`src/design/adcct_pkg.sv`:
```
// Shared constants and types of the converter host controller
package adcct_pkg;
  // ----------------------------------------------------------------
  // Timing
  // ----------------------------------------------------------------
  localparam int CLK_PERIOD_NS  = 25;    // CORE_CLK period
  localparam int SETTLE_MIN_US  = 1000;  // Least wait with internal levels
  localparam int SETTLE_MIN_CYC =
    (SETTLE_MIN_US * 1000 + CLK_PERIOD_NS - 1) / CLK_PERIOD_NS;
  localparam logic [7:0] SETTLE_CONVERSION_CLOCK = 8'hC8; // 200 conversion clocks

  // ----------------------------------------------------------------
  // Own register map (APB byte offsets)
  // ----------------------------------------------------------------
  localparam logic [7:0] A_CTRL = 8'h00; // W: bit0 start, bit1 off
  localparam logic [7:0] A_CFG  = 8'h04; // RW: conversion setup
  localparam logic [7:0] A_STAT = 8'h08; // R: state bits
  localparam logic [7:0] A_RES  = 8'h0C; // R: 12-bit result
  localparam int CTRL_GO  = 0;
  localparam int CTRL_OFF = 1;
  localparam int CFG_REF_LSB = 0;  // [2:0] high reference
  localparam int CFG_DIV_LSB = 4;  // [6:4] divider setting
  localparam int CFG_CH_LSB  = 8;  // [11:8] channel
  localparam int CFG_LVL_LSB = 12; // [13:12] internal level
  localparam int CFG_QTR     = 16; // internal source is quarter supply
  localparam logic [16:0] CFG_RESET = 17'h00000;
  localparam int ST_BUSY = 0;
  localparam int ST_DONE = 1;
  localparam int ST_SETL = 2;
  localparam int ST_EN   = 3;

  // ----------------------------------------------------------------
  // Device register addresses and fields
  // ----------------------------------------------------------------
  localparam logic [7:0] D_ADCC   = 8'h2B;
  localparam logic [7:0] D_ADCM   = 8'h2C;
  localparam logic [7:0] D_ADCRGC = 8'h2D;
  localparam logic [7:0] D_ADCRH  = 8'h2E;
  localparam logic [7:0] D_ADCRL  = 8'h2F;
  localparam logic [7:0] D_PAC    = 8'h11;
  localparam logic [7:0] D_PAPH   = 8'h12;
  localparam logic [7:0] D_PADIER = 8'h0D;
  localparam logic [7:0] D_PBC    = 8'h15;
  localparam logic [7:0] D_PBPH   = 8'h16;
  localparam logic [7:0] D_PBDIER = 8'h0E;
  localparam int ADCC_EN = 7;
  localparam int ADCC_GO = 6;   // Write 1 starts, reads 1 when ready
  localparam logic [3:0] CH_INT  = 4'hB; // Internal source channel
  localparam logic [3:0] CH_LAST = 4'hB;
  localparam logic [2:0] REF_VDD = 3'h0;
  localparam logic [2:0] REF_PIN = 3'h4; // external_reference_pin
  localparam logic [2:0] STEP_LAST = 3'h6;

  // ----------------------------------------------------------------
  // Types
  // ----------------------------------------------------------------
  typedef enum logic [3:0] {
    S_IDLE, S_CFG, S_SETTLE, S_START, S_POLL, S_POLL_W,
    S_RD_HI, S_HI_W, S_RD_LO, S_LO_W, S_OFF
  } adcct_state_t;
endpackage : adcct_pkg

```
`src/design/adcct_host.sv`:
```
// Host controller driving the converter registers on software request
// ------------------------------------------------------------------
// Behaviour
// - Analog pins: input, no pull-up, no dier
// - Exactly one channel per conversion
// - Setup order: reference, clock, pins, channel
// - Wait 200 conversion clocks before converting
// - Internal levels: at least 1 ms too
// - Keep fast oscillator on for internal reference
// - Settle counted in divided clocks
// - Write go bit, poll until it reads 1
// - Read high result byte first
// - Settle again after any change
// - Zero written to control disables converter
// - Prefer a divider near 2 us
// ------------------------------------------------------------------
//
// Register access over APB and the placing of the registers are this design's own decisions.
`timescale 1ns/1ps
module adcct_host
  import adcct_pkg::*;
#(
  parameter int SETTLE_MS_CYC = SETTLE_MIN_CYC // Shorten in simulation
) (
  input  wire logic        CORE_CLK,
  input  wire logic        SYS_RST,
  input  wire logic        PSEL,
  input  wire logic        PENABLE,
  input  wire logic        PWRITE,
  input  wire logic [7:0]  PADDR,
  input  wire logic [31:0] PWDATA,
  output logic      [31:0] PRDATA,
  output logic             PREADY,
  output logic             PSLVERR,
  output logic      [7:0]  DEV_ADDR,
  output logic      [7:0]  DEV_WDATA,
  output logic             DEV_WR,
  output logic             DEV_RD,
  input  wire logic [7:0]  DEV_RDATA,
  output logic             FAST_OSC_ON
);
  // ----------------------------------------------------------------
  // Declarations
  // ----------------------------------------------------------------
  adcct_state_t state;       // Sequencer state
  adcct_state_t next_state;  // Next sequencer state
  logic [16:0] cfg;          // Software setup
  logic [16:0] applied;      // Setup last sent to the device
  logic [2:0]  step;         // Setup write index
  logic        enabled;      // Converter believed on
  logic        done;         // Result ready
  logic [11:0] result;       // Last result
  logic [7:0]  hi_byte;      // High result byte held for pairing
  logic        hi_seen;      // High byte read in this conversion
  logic        settle_go;    // Restart settle timer
  logic        settled;      // Settle timer over
  logic        wr_ok;        // APB write access
  logic        map_ok;       // Address is mapped
  logic        go_cmd;       // Start requested
  logic        off_cmd;      // Power-off requested
  logic        need_ms;      // Internal levels in use
  logic [16:0] step_word;    // {valid, addr, data} of setup step
  logic [7:0]  next_addr;    // Next device address
  logic [7:0]  next_wdata;   // Next device write data
  logic        next_wr;      // Next device write strobe
  logic        next_rd;      // Next device read strobe

  // ----------------------------------------------------------------
  // Helpers
  // ----------------------------------------------------------------
  // True when a reference or channel uses the internal level circuit
  function automatic logic uses_int(input logic [16:0] c);
    uses_int = (c[CFG_CH_LSB +: 4] == CH_INT)
            || (c[CFG_REF_LSB +: 3] != REF_VDD
                && c[CFG_REF_LSB +: 3] != REF_PIN);
  endfunction : uses_int

  function automatic logic [7:0] chan_mask(input logic [3:0] ch);
    case (ch)
      4'h8:    chan_mask = 8'h01;
      4'h9:    chan_mask = 8'h08;
      4'hA:    chan_mask = 8'h10;
      default: chan_mask = 8'(8'h01 << ch[2:0]);
    endcase
  endfunction : chan_mask

  function automatic logic [16:0] cfg_step(input logic [2:0]  s,
                                           input logic [16:0] c);
    logic [3:0] ch;
    logic       pb;
    logic       pin;
    ch  = c[CFG_CH_LSB +: 4];
    pb  = (ch < 4'h8);
    pin = (ch != CH_INT);
    case (s)
      3'h0: cfg_step = {1'b1, D_ADCRGC, c[CFG_REF_LSB +: 3],
                        c[CFG_LVL_LSB +: 2], c[CFG_QTR], 2'b00};
      // Divider as software picked it, ideally 2 us
      3'h1: cfg_step = {1'b1, D_ADCM, 4'h0, c[CFG_DIV_LSB +: 3], 1'b0};
      3'h2: cfg_step = {pin, pb ? D_PBC : D_PAC, 8'h00};
      3'h3: cfg_step = {pin, pb ? D_PBPH : D_PAPH, 8'h00};
      3'h4: cfg_step = {pin, pb ? D_PBDIER : D_PADIER, ~chan_mask(ch)};
      3'h5: cfg_step = {1'b1, D_ADCC, 2'b00, ch, 2'b00};
      3'h6: cfg_step = {1'b1, D_ADCC, 2'b10, ch, 2'b00};
      default: cfg_step = 17'h00000;
    endcase
  endfunction : cfg_step

  // ----------------------------------------------------------------
  // APB slave
  // ----------------------------------------------------------------
  // Zero wait states keep the master simple
  assign PREADY  = 1'b1;
  assign map_ok  = (PADDR == A_CTRL) || (PADDR == A_CFG)
                || (PADDR == A_STAT) || (PADDR == A_RES);
  assign PSLVERR = PSEL && PENABLE && !map_ok;
  assign wr_ok   = PSEL && PENABLE && PWRITE && map_ok;
  assign go_cmd  = wr_ok && PADDR == A_CTRL && PWDATA[CTRL_GO];
  assign off_cmd = wr_ok && PADDR == A_CTRL && PWDATA[CTRL_OFF];

  // Setup register, frozen while busy so the sequence sees one value
  always_ff @(posedge CORE_CLK or posedge SYS_RST) begin
    if (SYS_RST) begin
      cfg <= CFG_RESET;
    end else if (wr_ok && PADDR == A_CFG && state == S_IDLE) begin
      cfg <= PWDATA[16:0];
    end
  end

  // Read data captured in the setup phase, stable in the access phase
  always_ff @(posedge CORE_CLK or posedge SYS_RST) begin
    if (SYS_RST) begin
      PRDATA <= 32'h00000000;
    end else if (PSEL && !PENABLE && !PWRITE) begin
      case (PADDR)
        A_CFG:   PRDATA <= {15'h0000, cfg};
        A_STAT:  PRDATA <= {28'h0000000, enabled, settled, done,
                            state != S_IDLE};
        A_RES:   PRDATA <= {20'h00000, result};
        default: PRDATA <= 32'h00000000;
      endcase
    end
  end

  // ----------------------------------------------------------------
  // Sequencer
  // ----------------------------------------------------------------
  // Next setup step: the first of the new setup, later ones in turn
  assign step_word = (state == S_IDLE) ? cfg_step(3'h0, cfg)
                   : cfg_step(step + 3'h1, applied);
  assign need_ms   = uses_int(applied);

  // Next state
  always_comb begin
    next_state = state;
    case (state)
      S_IDLE: begin
        if (off_cmd) begin
          next_state = S_OFF;
        end else if (go_cmd) begin
          next_state = (enabled && cfg == applied) ? S_START : S_CFG;
        end
      end
      S_CFG: begin
        if (step == STEP_LAST) begin
          next_state = S_SETTLE;
        end
      end
      S_SETTLE: begin
        if (settled && !settle_go) begin
          next_state = S_START;
        end
      end
      S_START:  next_state = S_POLL;
      S_POLL:   next_state = S_POLL_W;
      S_POLL_W: next_state = DEV_RDATA[ADCC_GO] ? S_RD_HI : S_POLL;
      S_RD_HI:  next_state = S_HI_W;
      S_HI_W:   next_state = S_RD_LO;
      S_RD_LO:  next_state = S_LO_W;
      S_LO_W:   next_state = S_IDLE;
      S_OFF:    next_state = S_IDLE;
      default:  next_state = S_IDLE;
    endcase
  end

  // Device strobes and data for the next cycle
  always_comb begin
    next_addr  = DEV_ADDR;
    next_wdata = DEV_WDATA;
    next_wr    = 1'b0;
    next_rd    = 1'b0;
    case (next_state)
      S_CFG: begin
        // Step taken from the setup about to be applied
        next_addr  = step_word[15:8];
        next_wdata = step_word[7:0];
        next_wr    = step_word[16];
      end
      S_START: begin
        next_addr  = D_ADCC;
        next_wdata = {2'b11, applied[CFG_CH_LSB +: 4], 2'b00};
        next_wr    = 1'b1;
      end
      S_POLL: begin
        next_addr = D_ADCC;
        next_rd   = 1'b1;
      end
      S_RD_HI: begin
        next_addr = D_ADCRH;
        next_rd   = 1'b1;
      end
      S_RD_LO: begin
        next_addr = D_ADCRL;
        next_rd   = 1'b1;
      end
      S_OFF: begin
        next_addr  = D_ADCC;
        next_wdata = 8'h00;
        next_wr    = 1'b1;
      end
      default: begin
        next_wr = 1'b0;
      end
    endcase
  end

  // State and device bus registers
  always_ff @(posedge CORE_CLK or posedge SYS_RST) begin
    if (SYS_RST) begin
      state     <= S_IDLE;
      DEV_ADDR  <= 8'h00;
      DEV_WDATA <= 8'h00;
      DEV_WR    <= 1'b0;
      DEV_RD    <= 1'b0;
    end else begin
      state     <= next_state;
      DEV_ADDR  <= next_addr;
      DEV_WDATA <= next_wdata;
      DEV_WR    <= next_wr;
      DEV_RD    <= next_rd;
    end
  end

  // Setup step index and applied setup
  always_ff @(posedge CORE_CLK or posedge SYS_RST) begin
    if (SYS_RST) begin
      step    <= 3'h0;
      applied <= CFG_RESET;
    end else if (state == S_IDLE && next_state == S_CFG) begin
      step    <= 3'h0;
      applied <= cfg;
    end else if (state == S_CFG) begin
      step <= step + 3'h1;
    end
  end

  // Converter on/off and settle trigger
  always_ff @(posedge CORE_CLK or posedge SYS_RST) begin
    if (SYS_RST) begin
      enabled   <= 1'b0;
      settle_go <= 1'b0;
    end else begin
      settle_go <= (state == S_CFG && step == STEP_LAST);
      if (state == S_CFG && step == STEP_LAST) begin
        enabled <= 1'b1;
      end else if (state == S_OFF) begin
        enabled <= 1'b0;
      end
    end
  end

  // Result capture; done clears on a start request in idle, even when off is written with it
  always_ff @(posedge CORE_CLK or posedge SYS_RST) begin
    if (SYS_RST) begin
      hi_byte <= 8'h00;
      hi_seen <= 1'b0;
      result  <= 12'h000;
      done    <= 1'b0;
    end else begin
      if (state == S_IDLE && go_cmd) begin
        done    <= 1'b0;
        hi_seen <= 1'b0;
      end
      if (state == S_HI_W) begin
        hi_byte <= DEV_RDATA;
        hi_seen <= 1'b1;
      end
      if (state == S_LO_W) begin
        result <= {hi_byte, DEV_RDATA[7:4]};
        done   <= 1'b1;
      end
    end
  end

  always_ff @(posedge CORE_CLK or posedge SYS_RST) begin
    if (SYS_RST) begin
      FAST_OSC_ON <= 1'b0;
    end else begin
      FAST_OSC_ON <= (enabled || state == S_CFG) && need_ms;
    end
  end

  adcct_settle #(
    .MS_CYC (SETTLE_MS_CYC)
  ) u_settle (
    .clk     (CORE_CLK),
    .rst     (SYS_RST),
    .go      (settle_go),
    .div     (applied[CFG_DIV_LSB +: 3]),
    .need_ms (need_ms),
    .settled (settled)
  );
endmodule : adcct_host

```
`src/design/adcct_settle.sv`:
```
// Settling delay timer counted in conversion clock periods
`timescale 1ns/1ps
module adcct_settle
  import adcct_pkg::*;
#(
  parameter int MS_CYC = SETTLE_MIN_CYC  // System cycles of the 1 ms floor
) (
  input  wire logic       clk,
  input  wire logic       rst,
  input  wire logic       go,       // Restart the wait
  input  wire logic [2:0] div,      // Divider setting 0..7
  input  wire logic       need_ms,  // Internal levels in use
  output logic            settled   // Level: wait is over
);
  logic [6:0]  pre;      // Prescaler inside one conversion clock
  logic [7:0]  ticks;    // Conversion clocks counted
  logic [15:0] ms_left;  // System cycles left of the floor
  logic        running;  // Wait in progress
  logic        tick;     // End of one conversion clock period

  // ----------------------------------------------------------------
  // Conversion clock period
  // ----------------------------------------------------------------
  function automatic logic [6:0] period_m1(input logic [2:0] d);
    period_m1 = 7'((8'h01 << d) - 8'h01);
  endfunction : period_m1

  assign tick = running && (pre == period_m1(div));

  // Prescaler restarts with each wait so the first period is whole
  always_ff @(posedge clk or posedge rst) begin
    if (rst) begin
      pre <= 7'h00;
    end else if (go || tick) begin
      pre <= 7'h00;
    end else if (running) begin
      pre <= pre + 7'h01;
    end
  end

  // Tick and floor counters
  always_ff @(posedge clk or posedge rst) begin
    if (rst) begin
      ticks   <= 8'h00;
      ms_left <= 16'h0000;
    end else if (go) begin
      ticks   <= 8'h00;
      ms_left <= need_ms ? 16'(MS_CYC) : 16'h0000;
    end else begin
      if (tick && ticks != SETTLE_CONVERSION_CLOCK) begin
        ticks <= ticks + 8'h01;
      end
      if (running && ms_left != 16'h0000) begin
        ms_left <= ms_left - 16'h0001;
      end
    end
  end

  always_ff @(posedge clk or posedge rst) begin
    if (rst) begin
      running <= 1'b0;
      settled <= 1'b0;
    end else if (go) begin
      running <= 1'b1;
      settled <= 1'b0;
    end else if (running && ticks == SETTLE_CONVERSION_CLOCK
                 && ms_left == 16'h0000) begin
      running <= 1'b0;
      settled <= 1'b1;
    end
  end
endmodule : adcct_settle

```
`config.mk`:
```
export PLATFORM = sky130hd
export DESIGN_NAME = adcct_host
export DESIGN_NICKNAME = d
export VERILOG_FILES = /design/src/design/adcct_pkg.sv /design/src/design/adcct_host.sv /design/src/design/adcct_settle.sv
export SDC_FILE = /design/constraint.sdc
export NUM_CORES = 1
export LEC_CHECK = 0
export ABC_AREA = 1
export ABC_CLOCK_PERIOD_IN_PS = 4500
export BUFFER_PORTS_ARGS = -buffer_cell sky130_fd_sc_hd__buf_2
export CORE_ASPECT_RATIO = 0.75
export CORE_MARGIN = 2
export CORE_UTILIZATION = 45
export DETAILED_ROUTE_END_ITERATION = 6
export GPL_TIMING_DRIVEN = 0
export PLACE_DENSITY = 0.62
export SYNTH_ARGS = -nofsm -noshare
export SYNTH_HDL_FRONTEND = slang
export SYNTH_HIERARCHICAL = 1
export SYNTH_SLANG_ARGS = --single-unit
```
`constraint.sdc`:
```
create_clock -name CORE_CLK -period 4.5 [get_ports CORE_CLK]
set_clock_uncertainty 0.2 [all_clocks]
set_input_delay 0.675 -clock CORE_CLK [delete_from_list [all_inputs] [get_ports CORE_CLK]]
set_output_delay 0.675 -clock CORE_CLK [all_outputs]
set_load 0.01 [all_outputs]
```
==> run metrics, run 1 <==
Area growth syn-to-layout=17.9%; reg2reg end=DEV_WDATA[6]; layout cell share with drive strength beyond 1=20.6%; number of synthesized register bits=131; Final Critical Period=2.53 ns; cell area after synthesis=between 7000 and 8000 um^2; vias per cell=5.04; Die H=115 um; top cells by area, synth=dfrtp_1, nand2_1, inv_1; Skew-Pair Late Insertion Delay=around 0.42 ns; final hold viol count=0; r2r worst-path depth=12; Worst Setup Path Type=flip-flop to flip-flop; Slew Limit Headroom=50.4%; number of flops mapped to enable cells by yosys=0; RSZ-0062 raised after global routing=false; syn avg cell area=roughly 7.9 um^2; hold_ws=0.196 ns; total CTS buffers=17; CTS tree=built; Async S/R FF share, synth=100%; Yosys warning count=6; GRT Util Overall=about 22%; antenna viol nets, final=0; Max Cap Viol=0; Placeable Area=16,100 um^2; Initial Util=a little under half; cts hold-fix bufs=0; grt ovf=0; vias in the first global route=5,966; worst hold path class=primary input to async pin; full die area=17,500 um^2; initial antenna violation count=0; global-route wire length before repair=30.8 mm; sequential share of the synthesized area=44.3%; placed cell areas=8110 um^2; final setup fails=0; CP Max Fanout=10; fin util=between 50% and 60%; Clock Sinks=131; IO buf count=72; Nets=around 1,100; Max clock buf depth=2; post-route clock period utilization=56.2%; prevailing post-synth register cell=dfrtp_1; Worst R2R Start=step[0]; Slew Viols, Final=0; First-pass DRT Iterations=5; Peak supply drop=0.299 mV; Detailed Route WL=approximately 18 mm; drc violations=0; post-route cell area=between 8000 and 9000 um^2; H-tree Lvls=4; Crit path required time=4.65 ns; nature of the critical path endpoint=flip-flop; PD cells=601 nW/um^2; Rows=40; pre-CTS WS=roughly 1.6 ns; worst-margin pin slew=0.743 ns; Clock Pin Slew Worst Setup and Hold Paths=0.06 ns; Critical Path Source Type=flip-flop; crit path to=DEV_WDATA[6]; vias post-DR=around 6,400; crit path from=step[0]; post_cts resized=0; clk root buf=clkbuf_16; Critical Path AT=2.68 ns; Synth Instances=938; maximum clock rate=0.395 GHz; DIE WIDTH=152 um; setup tns final=0 ns; dpl hpwl=between 10 and 15 mm; # diodes=0; flop2flop setup slack=1.97 ns; post-synth top area share=44.3%; I/O pin count=106; RePlAce Congestion=0.909; largest net degree at the start of global routing=56; post-CTS setup buffer count=0; Final WS setup=1.97 ns; cell taking the most area after synthesis=dfrtp_1; initial drt markers=555; WL/cell=14.4 um; Yosys cell types=around 50; Pleak=roughly 4.5 nW; status=completed
## layout make-up
cell class              count  area, um^2
flip-flops and latches    131        3280
fillers                  1576        7350
clock buffers              17         425
well taps                 210         263
repair buffers             73         388
plain buffers              38         253
multi-input cells         668        3480
inverters                 117         443
clock inverters            15         186
## per-stage QoR
step	total power [mW]	std cells
CTS	5.26	1269
finish	5.24	1269
detailed placement	3.80	1237
global placement	3.78	1236
global route	5.67	1269
floorplan	3.27	954
## cells in the final DEF, fill, tap and decap left out, types with 17 or more instances in the layout
cell       count
a21oi_1       20
buf_2         76
buf_4         18
clkbuf_16     17
conb_1        18
dfrtp_1      131
inv_1        102
mux2_2        18
nand2_1      262
nand3_1       53
nor2_1        87
o21ai_0       66
xor2_1        17
## state kept, by name (all words and copies together), names as in the netlist, 3 cells and up
name,cells
DEV_ADDR,6
PRDATA,17
u_settle/ms_left,16
u_settle/ticks,8
result,12
DEV_WDATA,8
step,3
state,4
cfg,17
hi_byte,8
applied,17
u_settle/pre,7
## cell families (layout without fill, tap and decap cells)
group | count (synthesis) | in the layout | synth area share, %
AOI/OAI and AO/OA | 137 | 137 | 11.2
xor gates and xnor gates | 21 | 21 | 2.49
adders and majority gates | 10 | 10 | 1.69
buffers and inverters | 155 | 260 | 9.38
DFF | 131 | 131 | 44.3
muxes | 18 | 18 | 2.74
other | 2 | 18 | 0.102
and+or+nand+nor | 464 | 464 | 28.0
## how the worst min path moves through the flow
stage / start / to / slack, ns
after global placement: DEV_WDATA[3] / DEV_WDATA[3] / 0.26
after floorplan: result[10] / result[10] / 0.25
final: SYS_RST / u_settle/ticks[3] / 0.20
after CTS: SYS_RST / hi_byte[4] / 0.21
after detailed placement: DEV_WDATA[2] / DEV_WDATA[2] / 0.26
after global routing: SYS_RST / u_settle/pre[6] / 0.25
## synth_stat cells, types with 9 or more instances
master	count
clkbuf_1	10
nand4_1	9
mux2_2	18
buf_4	18
o21ai_0	66
nor2_2	12
nand2_1	262
inv_2	10
inv_1	104
o21ai_1	9
o21ai_2	15
ha_1	10
a21oi_1	20
xor2_1	17
dfrtp_1	131
nor3_1	12
nand3_1	53
nor2_1	87
## power by group
group          switching, mW  internal [mW]  leakage, nW
sequential             0.219           1.47         1.72
clock                  0.598          0.843        0.294
combinational           1.39          0.720         2.47
total                   2.21           3.03         4.48
## worst max-delay path, stage by stage (launching register included)
cell      delay, ns
dfrtp_1        0.46
ha_1           0.25
inv_1          0.05
nand2_1        0.04
nand2_1        0.13
clkinv_1       0.24
nor2_2         0.35
o21ai_0        0.16
o21ai_0        0.10
nand2_1        0.06
o21ai_0        0.13
o21ai_0        0.18
nor2_1         0.12
## layer usage
metal / part of all wire [%] / GRT usage (%) / wire, um / vias up
met1: 52 / 34.2 / 9530 / 2990
met3: 6.0 / 4.86 / 1090 / 14
li1: - / - / - / 3196
met5: 0 / 0 / 0 / -
met2: 41 / 31.8 / 7430 / 196
met4: 0.99 / 5.11 / 180 / 0
Note: power is estimated with default switching activity, not from simulation.
==> run 2, diff against run 1 <==
ABC_CLOCK_PERIOD_IN_PS = 2350   (was 4500)
clock period = 2.35 ns   (was 4.5 ns; I/O delays follow)
==> run metrics, run 2 (synthesized netlist as in run 1, its figures left out) <==
status=completed; Initial Util=between 40% and 50%; GRT busiest layer=met1; nature of the critical path endpoint=flip-flop; initial antenna violation count=0; IO buf count=72; Nets=1,157; reg2reg end=DEV_WDATA[1]; commonest non-fill, non-tap cells in the layout=nand2_1, dfrtp_1, inv_1; Critical Path Source Type=flip-flop; post-route clock period utilization=94.5%; full die area=17,500 um^2; maximum clock rate=0.450 GHz; worst-margin pin slew=0.729 ns; Skew-Pair Late Insertion Delay=between 0.4 and 0.5 ns; met2 usage=between 30% and 40%; Slew Limit Headroom=51.3%; layout cell share with drive strength beyond 1=roughly 24%; sequential share of power=30.7%; Worst Setup Path Type=flip-flop to flip-flop; met1 Use GR=between 30% and 40%; worst hold path class=primary input to flip-flop; CP Max Fanout=5; H-tree Lvls=4; PD cells=1140 nW/um^2; largest net degree at the start of global routing=38; Peak supply drop=between 0.6 and 0.7 mV; # diodes=0; combinational power share=44.3%; Placeable Area=16,100 um^2; Max Cap Viol=0; I/O pin count=106; grt ovf=0; fin util=57.7%; clk root buf=clkbuf_16; vias in the first global route=between 5,000 and 6,000; flop2flop setup slack=between 0.1 and 0.15 ns; drc violations=0; r2r worst-path depth=13; Clock power frac=between 20% and 30%; DIE WIDTH=152 um; Sw Pwr=4.52 mW; Worst R2R Start=step[0]; antenna viol nets, final=0; global-route wire length before repair=30.3 mm; post-route cell area=9270 um^2; sw frac=42.7%; total CTS buffers=17; Detailed Route WL=18.7 mm; WHS Endpoint=cfg[0]; Rows=40; Overall Power=10.6 mW; Die H=115 um; hold_ws=0.0114 ns; Critical Path AT=2.37 ns; Fill cells=1,477; dpl hpwl=13.7 mm; Area growth syn-to-layout=25.4%; met3 Use GR=4.82%; largest registers=PRDATA: 17 flops, applied: 17 flops, cfg: 17 flops; GRT Util Overall=21.9%; placed cell areas=8120 um^2; Clock Sinks=roughly 130; Pleak=roughly 4.7 nW; final hold viol count=0; final setup fails=0; initial drt markers=581; Pint=6.08 mW; Final Critical Period=2.22 ns; Max clock buf depth=2; vias per cell=approximately 5; commonest non-fill, non-tap cell in the layout=nand2_1; vias post-DR=6,512; WHS Path Cells=2; hold path startpoint=PWDATA[0]; WL/cell=around 14 um; RePlAce Congestion=0.904; Slew Viols, Final=0; First-pass DRT Iterations=6; CTS tree=built; Crit path required time=2.50 ns; Clock Pin Slew Worst Setup and Hold Paths=around 0.060 ns
-- run 2: cell types whose count changed in the layout (fill, tap and decap cells not counted), sizes merged --
cell | before | now
nor2 | 103 | 104
buf | 101 | 123
dlygate4sd3 | 0 | 24
inv | 123 | 124
clkbuf | 27 | 28
bufinv | 2 | 1
-- run 2: how the worst max path moves through the flow --
stage / cells past startpoint / slack, ns / startpoint / to
finish: 13 / 0.13 / step[0] / DEV_WDATA[1]
global route: 11 / -0.01 / state[1] / DEV_WDATA[6]
CTS: 15 / 0.02 / step[0] / DEV_WDATA[2]
detailed placement: 7 / -0.22 / PADDR[1] / cfg[16]
global placement: 7 / -0.25 / PADDR[1] / cfg[6]
floorplan: 14 / 0.26 / step[0] / DEV_WDATA[4]
-- run 2: layer usage --
metal | share of wire [%] | up-vias
met5 | 0 | -
met4 | 1.1 | 0
met3 | 6.5 | 15
met2 | 41 | 190
met1 | 51 | 2996
li1 | - | 3311
-- run 2: layout make-up --
| cell class | count | area, um^2 | area share, % |
|---|---|---|---|
| multi-input cells | 669 | 3590 | 38.7 |
| repair buffers | 120 | 828 | 8.94 |
| clock buffers | 17 | 425 | 4.59 |
| clock inverters | 15 | 164 | 1.77 |
| flip-flops and latches | 131 | 3280 | 35.4 |
| well taps | 210 | 263 | 2.84 |
| plain buffers | 38 | 263 | 2.84 |
| inverters | 117 | 452 | 4.87 |
-- run 2: what timing repair did --
action / CTS / global route
pin swaps: 4 / 15
cloned: 0 / 1
gates resized for setup: 7 / 41
buffers inserted: 2 / 20
hold endpoints to repair: 56 / 0
hold buffers: 24 / 0
setup endpoints to repair: 32 / 45
-- run 2: power by group through the flow --
stage | Sequential (mW) | Clock, mW | Combinational (mW)
6_report | 3.25 | 2.65 | 4.70
3_3_place_gp | 3.27 | 0 | 4.00
3_5_place_dp | 3.27 | 0 | 4.05
2_1_floorplan | 3.22 | 0 | 3.04
4_1_cts | 3.24 | 2.70 | 4.18
5_1_grt | 3.32 | 2.81 | 5.29
-- run 2: through the flow --
stage / std cells / setup WS (ns) / TNS, ns
2_1_floorplan: 954 / 0.264 / 0
4_1_cts: 1296 / 0.0152 / 0
3_3_place_gp: 1236 / -0.255 / -14.35
6_report: 1317 / 0.129 / 0
3_5_place_dp: 1238 / -0.220 / -3.76
5_1_grt: 1317 / -0.00990 / -0.0327
-- run 2: critical path: stages (launching register included) --
cell,delay (ns)
dfrtp_2,0.45
inv_4,0.09
ha_4,0.14
nand2_4,0.06
nand2_1,0.07
o21ai_1,0.06
a21oi_1,0.20
nand2_2,0.11
nand2_4,0.13
inv_2,0.08
a21oi_4,0.20
buf_12,0.13
nand3_1,0.09
o21ai_1,0.13
==> run 3, diff against run 2 <==
ABC_CLOCK_PERIOD_IN_PS = 2500   (was 2350)
clock period = 2.5 ns   (was 2.35 ns; I/O delays follow)
==> run metrics, run 3 (synthesized netlist as in run 1, its figures left out) <==
final setup fails=0; Slew Viols, Final=0; worst path cell trace=inv_1 -> ha_1 -> o21ai_2 -> inv_1 -> a2111oi_0 -> nor2_1 -> nor2_1 -> nor2_1; Clock Sinks=131; Slowest-stage cell, CP=a2111oi_0; maximum clock rate=0.419 GHz; final hold viol count=0; initial antenna violation count=0; dpl hpwl=between 10 and 15 mm; RePlAce Congestion=0.904; Worst Setup Path Type=flip-flop to flip-flop; flop2flop setup slack=0.11 ns; drc violations=0; CP max stage delay=0.59 ns; post-route clock period utilization=95.4%; fin util=56.5%; Crit path required time=2.61 ns; vias in the first global route=5,848; CP Max Fanout=8; IO buf count=72; Nets=around 1,100; vias per cell=between 4 and 5; CTS tree=built; Peak supply drop=0.580 mV; Skew-Pair Late Insertion Delay=0.43 ns; initial drt markers=450; Pleak=4.63 nW; antenna viol nets, final=0; Max clock buf depth=2; vias post-DR=6,412; Inst Count DP=1,238; Critical Path Source Type=flip-flop; Area growth syn-to-layout=22.8%; grt ovf=0; Initial Util=a little under half; Critical Path AT=2.50 ns; full die area=17,500 um^2; Clock Pin Slew Worst Setup and Hold Paths=0.06 ns; # diodes=0; worst hold path class=primary input to flip-flop; placed cell areas=8120 um^2; PD cells=1070 nW/um^2; commonest non-fill, non-tap cells in the layout=nand2_1, dfrtp_1, inv_1; post-route cell area=roughly 9000 um^2; Placeable Area=16,100 um^2; Max Cap Viol=0; largest net degree at the start of global routing=38; WL/cell=about 14 um; largest registers=PRDATA: 17 flops, applied: 17 flops, cfg: 17 flops; most frequent CP cell=nor2_1; RSZ-0062 raised after global routing=true; Final Critical Period=2.39 ns; clk root buf=clkbuf_16; worst-margin pin slew=roughly 0.73 ns; layout cell share with drive strength beyond 1=between 20% and 30%; crit path from=step[1]; GRT Util Overall=a little over a fifth; status=completed; reg2reg end=DEV_ADDR[0]; Detailed Route WL=18.4 mm; Worst R2R Start=step[1]; Die H=115 um; Slew Limit Headroom=about half; First-pass DRT Iterations=5; total CTS buffers=17; Final Instance Count excl. Fillers=between 1,000 and 1,500; H-tree Lvls=4; crit path to=DEV_ADDR[0]; I/O pin count=about 110; Overall Power=9.72 mW; commonest non-fill, non-tap cell in the layout=nand2_1; nature of the critical path endpoint=flip-flop; Rows=40; r2r worst-path depth=8; global-route wire length before repair=30.2 mm; DIE WIDTH=152 um
run 3: cell count changes in the layout (fill, tap and decap cells not counted), moves of 3 or more:
| cell | previous run | this run |
|---|---|---|
| inv_1 | 95 | 102 |
| inv_4 | 3 | 0 |
| buf_4 | 38 | 26 |
| nand2_2 | 6 | 10 |
| inv_2 | 16 | 11 |
run 3: how the worst min path moves through the flow:
stage / depth (start not counted) / endpoint / from / slack (ns)
floorplan: 2 / result[10] / result[10] / 0.25
global placement: 2 / PRDATA[7] / PRDATA[7] / 0.26
detailed placement: 2 / PRDATA[5] / PRDATA[5] / 0.26
CTS: 3 / hi_byte[5] / DEV_RDATA[5] / 0.001
global route: 3 / hi_byte[5] / DEV_RDATA[5] / 0.03
finish: 3 / hi_byte[5] / DEV_RDATA[5] / 0.003
run 3: repair_timing:
action / CTS / global route
endpoints found under the setup margin: 2 / 35
hold buffers: 23 / 0
hold endpoints to repair: 53 / 0
resized for setup: 2 / 17
cloned: 0 / 0
setup buffers: 0 / 10
pin swaps: 0 / 5
run 3: metal layers:
| layer | track usage [%] | routed length (um) | vias to the layer above |
|---|---|---|---|
| met4 | 5.98 | 184 | 0 |
| met1 | 33.7 | 9720 | 2960 |
| met3 | 4.82 | 1000 | 14 |
| li1 | - | - | 3274 |
| met5 | 0 | 0 | - |
| met2 | 30.8 | 7530 | 164 |
run 3: worst max-delay path, delay by kind of cell, from the launching register on:
| family | cells | cell delay [ns] |
|---|---|---|
| flip-flops | 1 | 0.43 |
| adder cells (fa/ha/maj) | 1 | 0.23 |
| buffers and inverters | 2 | 0.19 |
| AO/OA/AOI/OAI | 2 | 0.93 |
| AND/OR/NAND/NOR | 3 | 0.30 |
run 3: cell type report:
cell class | count | area (um^2)
tap | 210 | 263
inverter | 117 | 448
timing repair buffer | 107 | 731
multi-input combinational | 668 | 3510
clock inverter | 15 | 164
buffer | 38 | 253
fill | 1487 | 6990
sequential | 131 | 3280
clock buffer | 17 | 425
run 3: report_power, final:
| part | internal, mW | total [mW] | switching, mW |
|---|---|---|---|
| registers | 2.65 | 3.05 | 0.395 |
| clock network | 1.42 | 2.50 | 1.08 |
| logic | 1.52 | 4.17 | 2.65 |
run 3: stage by stage:
stage / hold WS, ns / worst slack [ns] / setup TNS [ns]
6_report: 0.00340 / 0.115 / 0
5_1_grt: 0.0252 / -0.0226 / -0.0443
4_1_cts: 0.00136 / 0.0234 / 0
3_5_place_dp: 0.262 / -0.0924 / -0.932
3_3_place_gp: 0.259 / -0.127 / -1.27
2_1_floorplan: 0.253 / 0.414 / 0
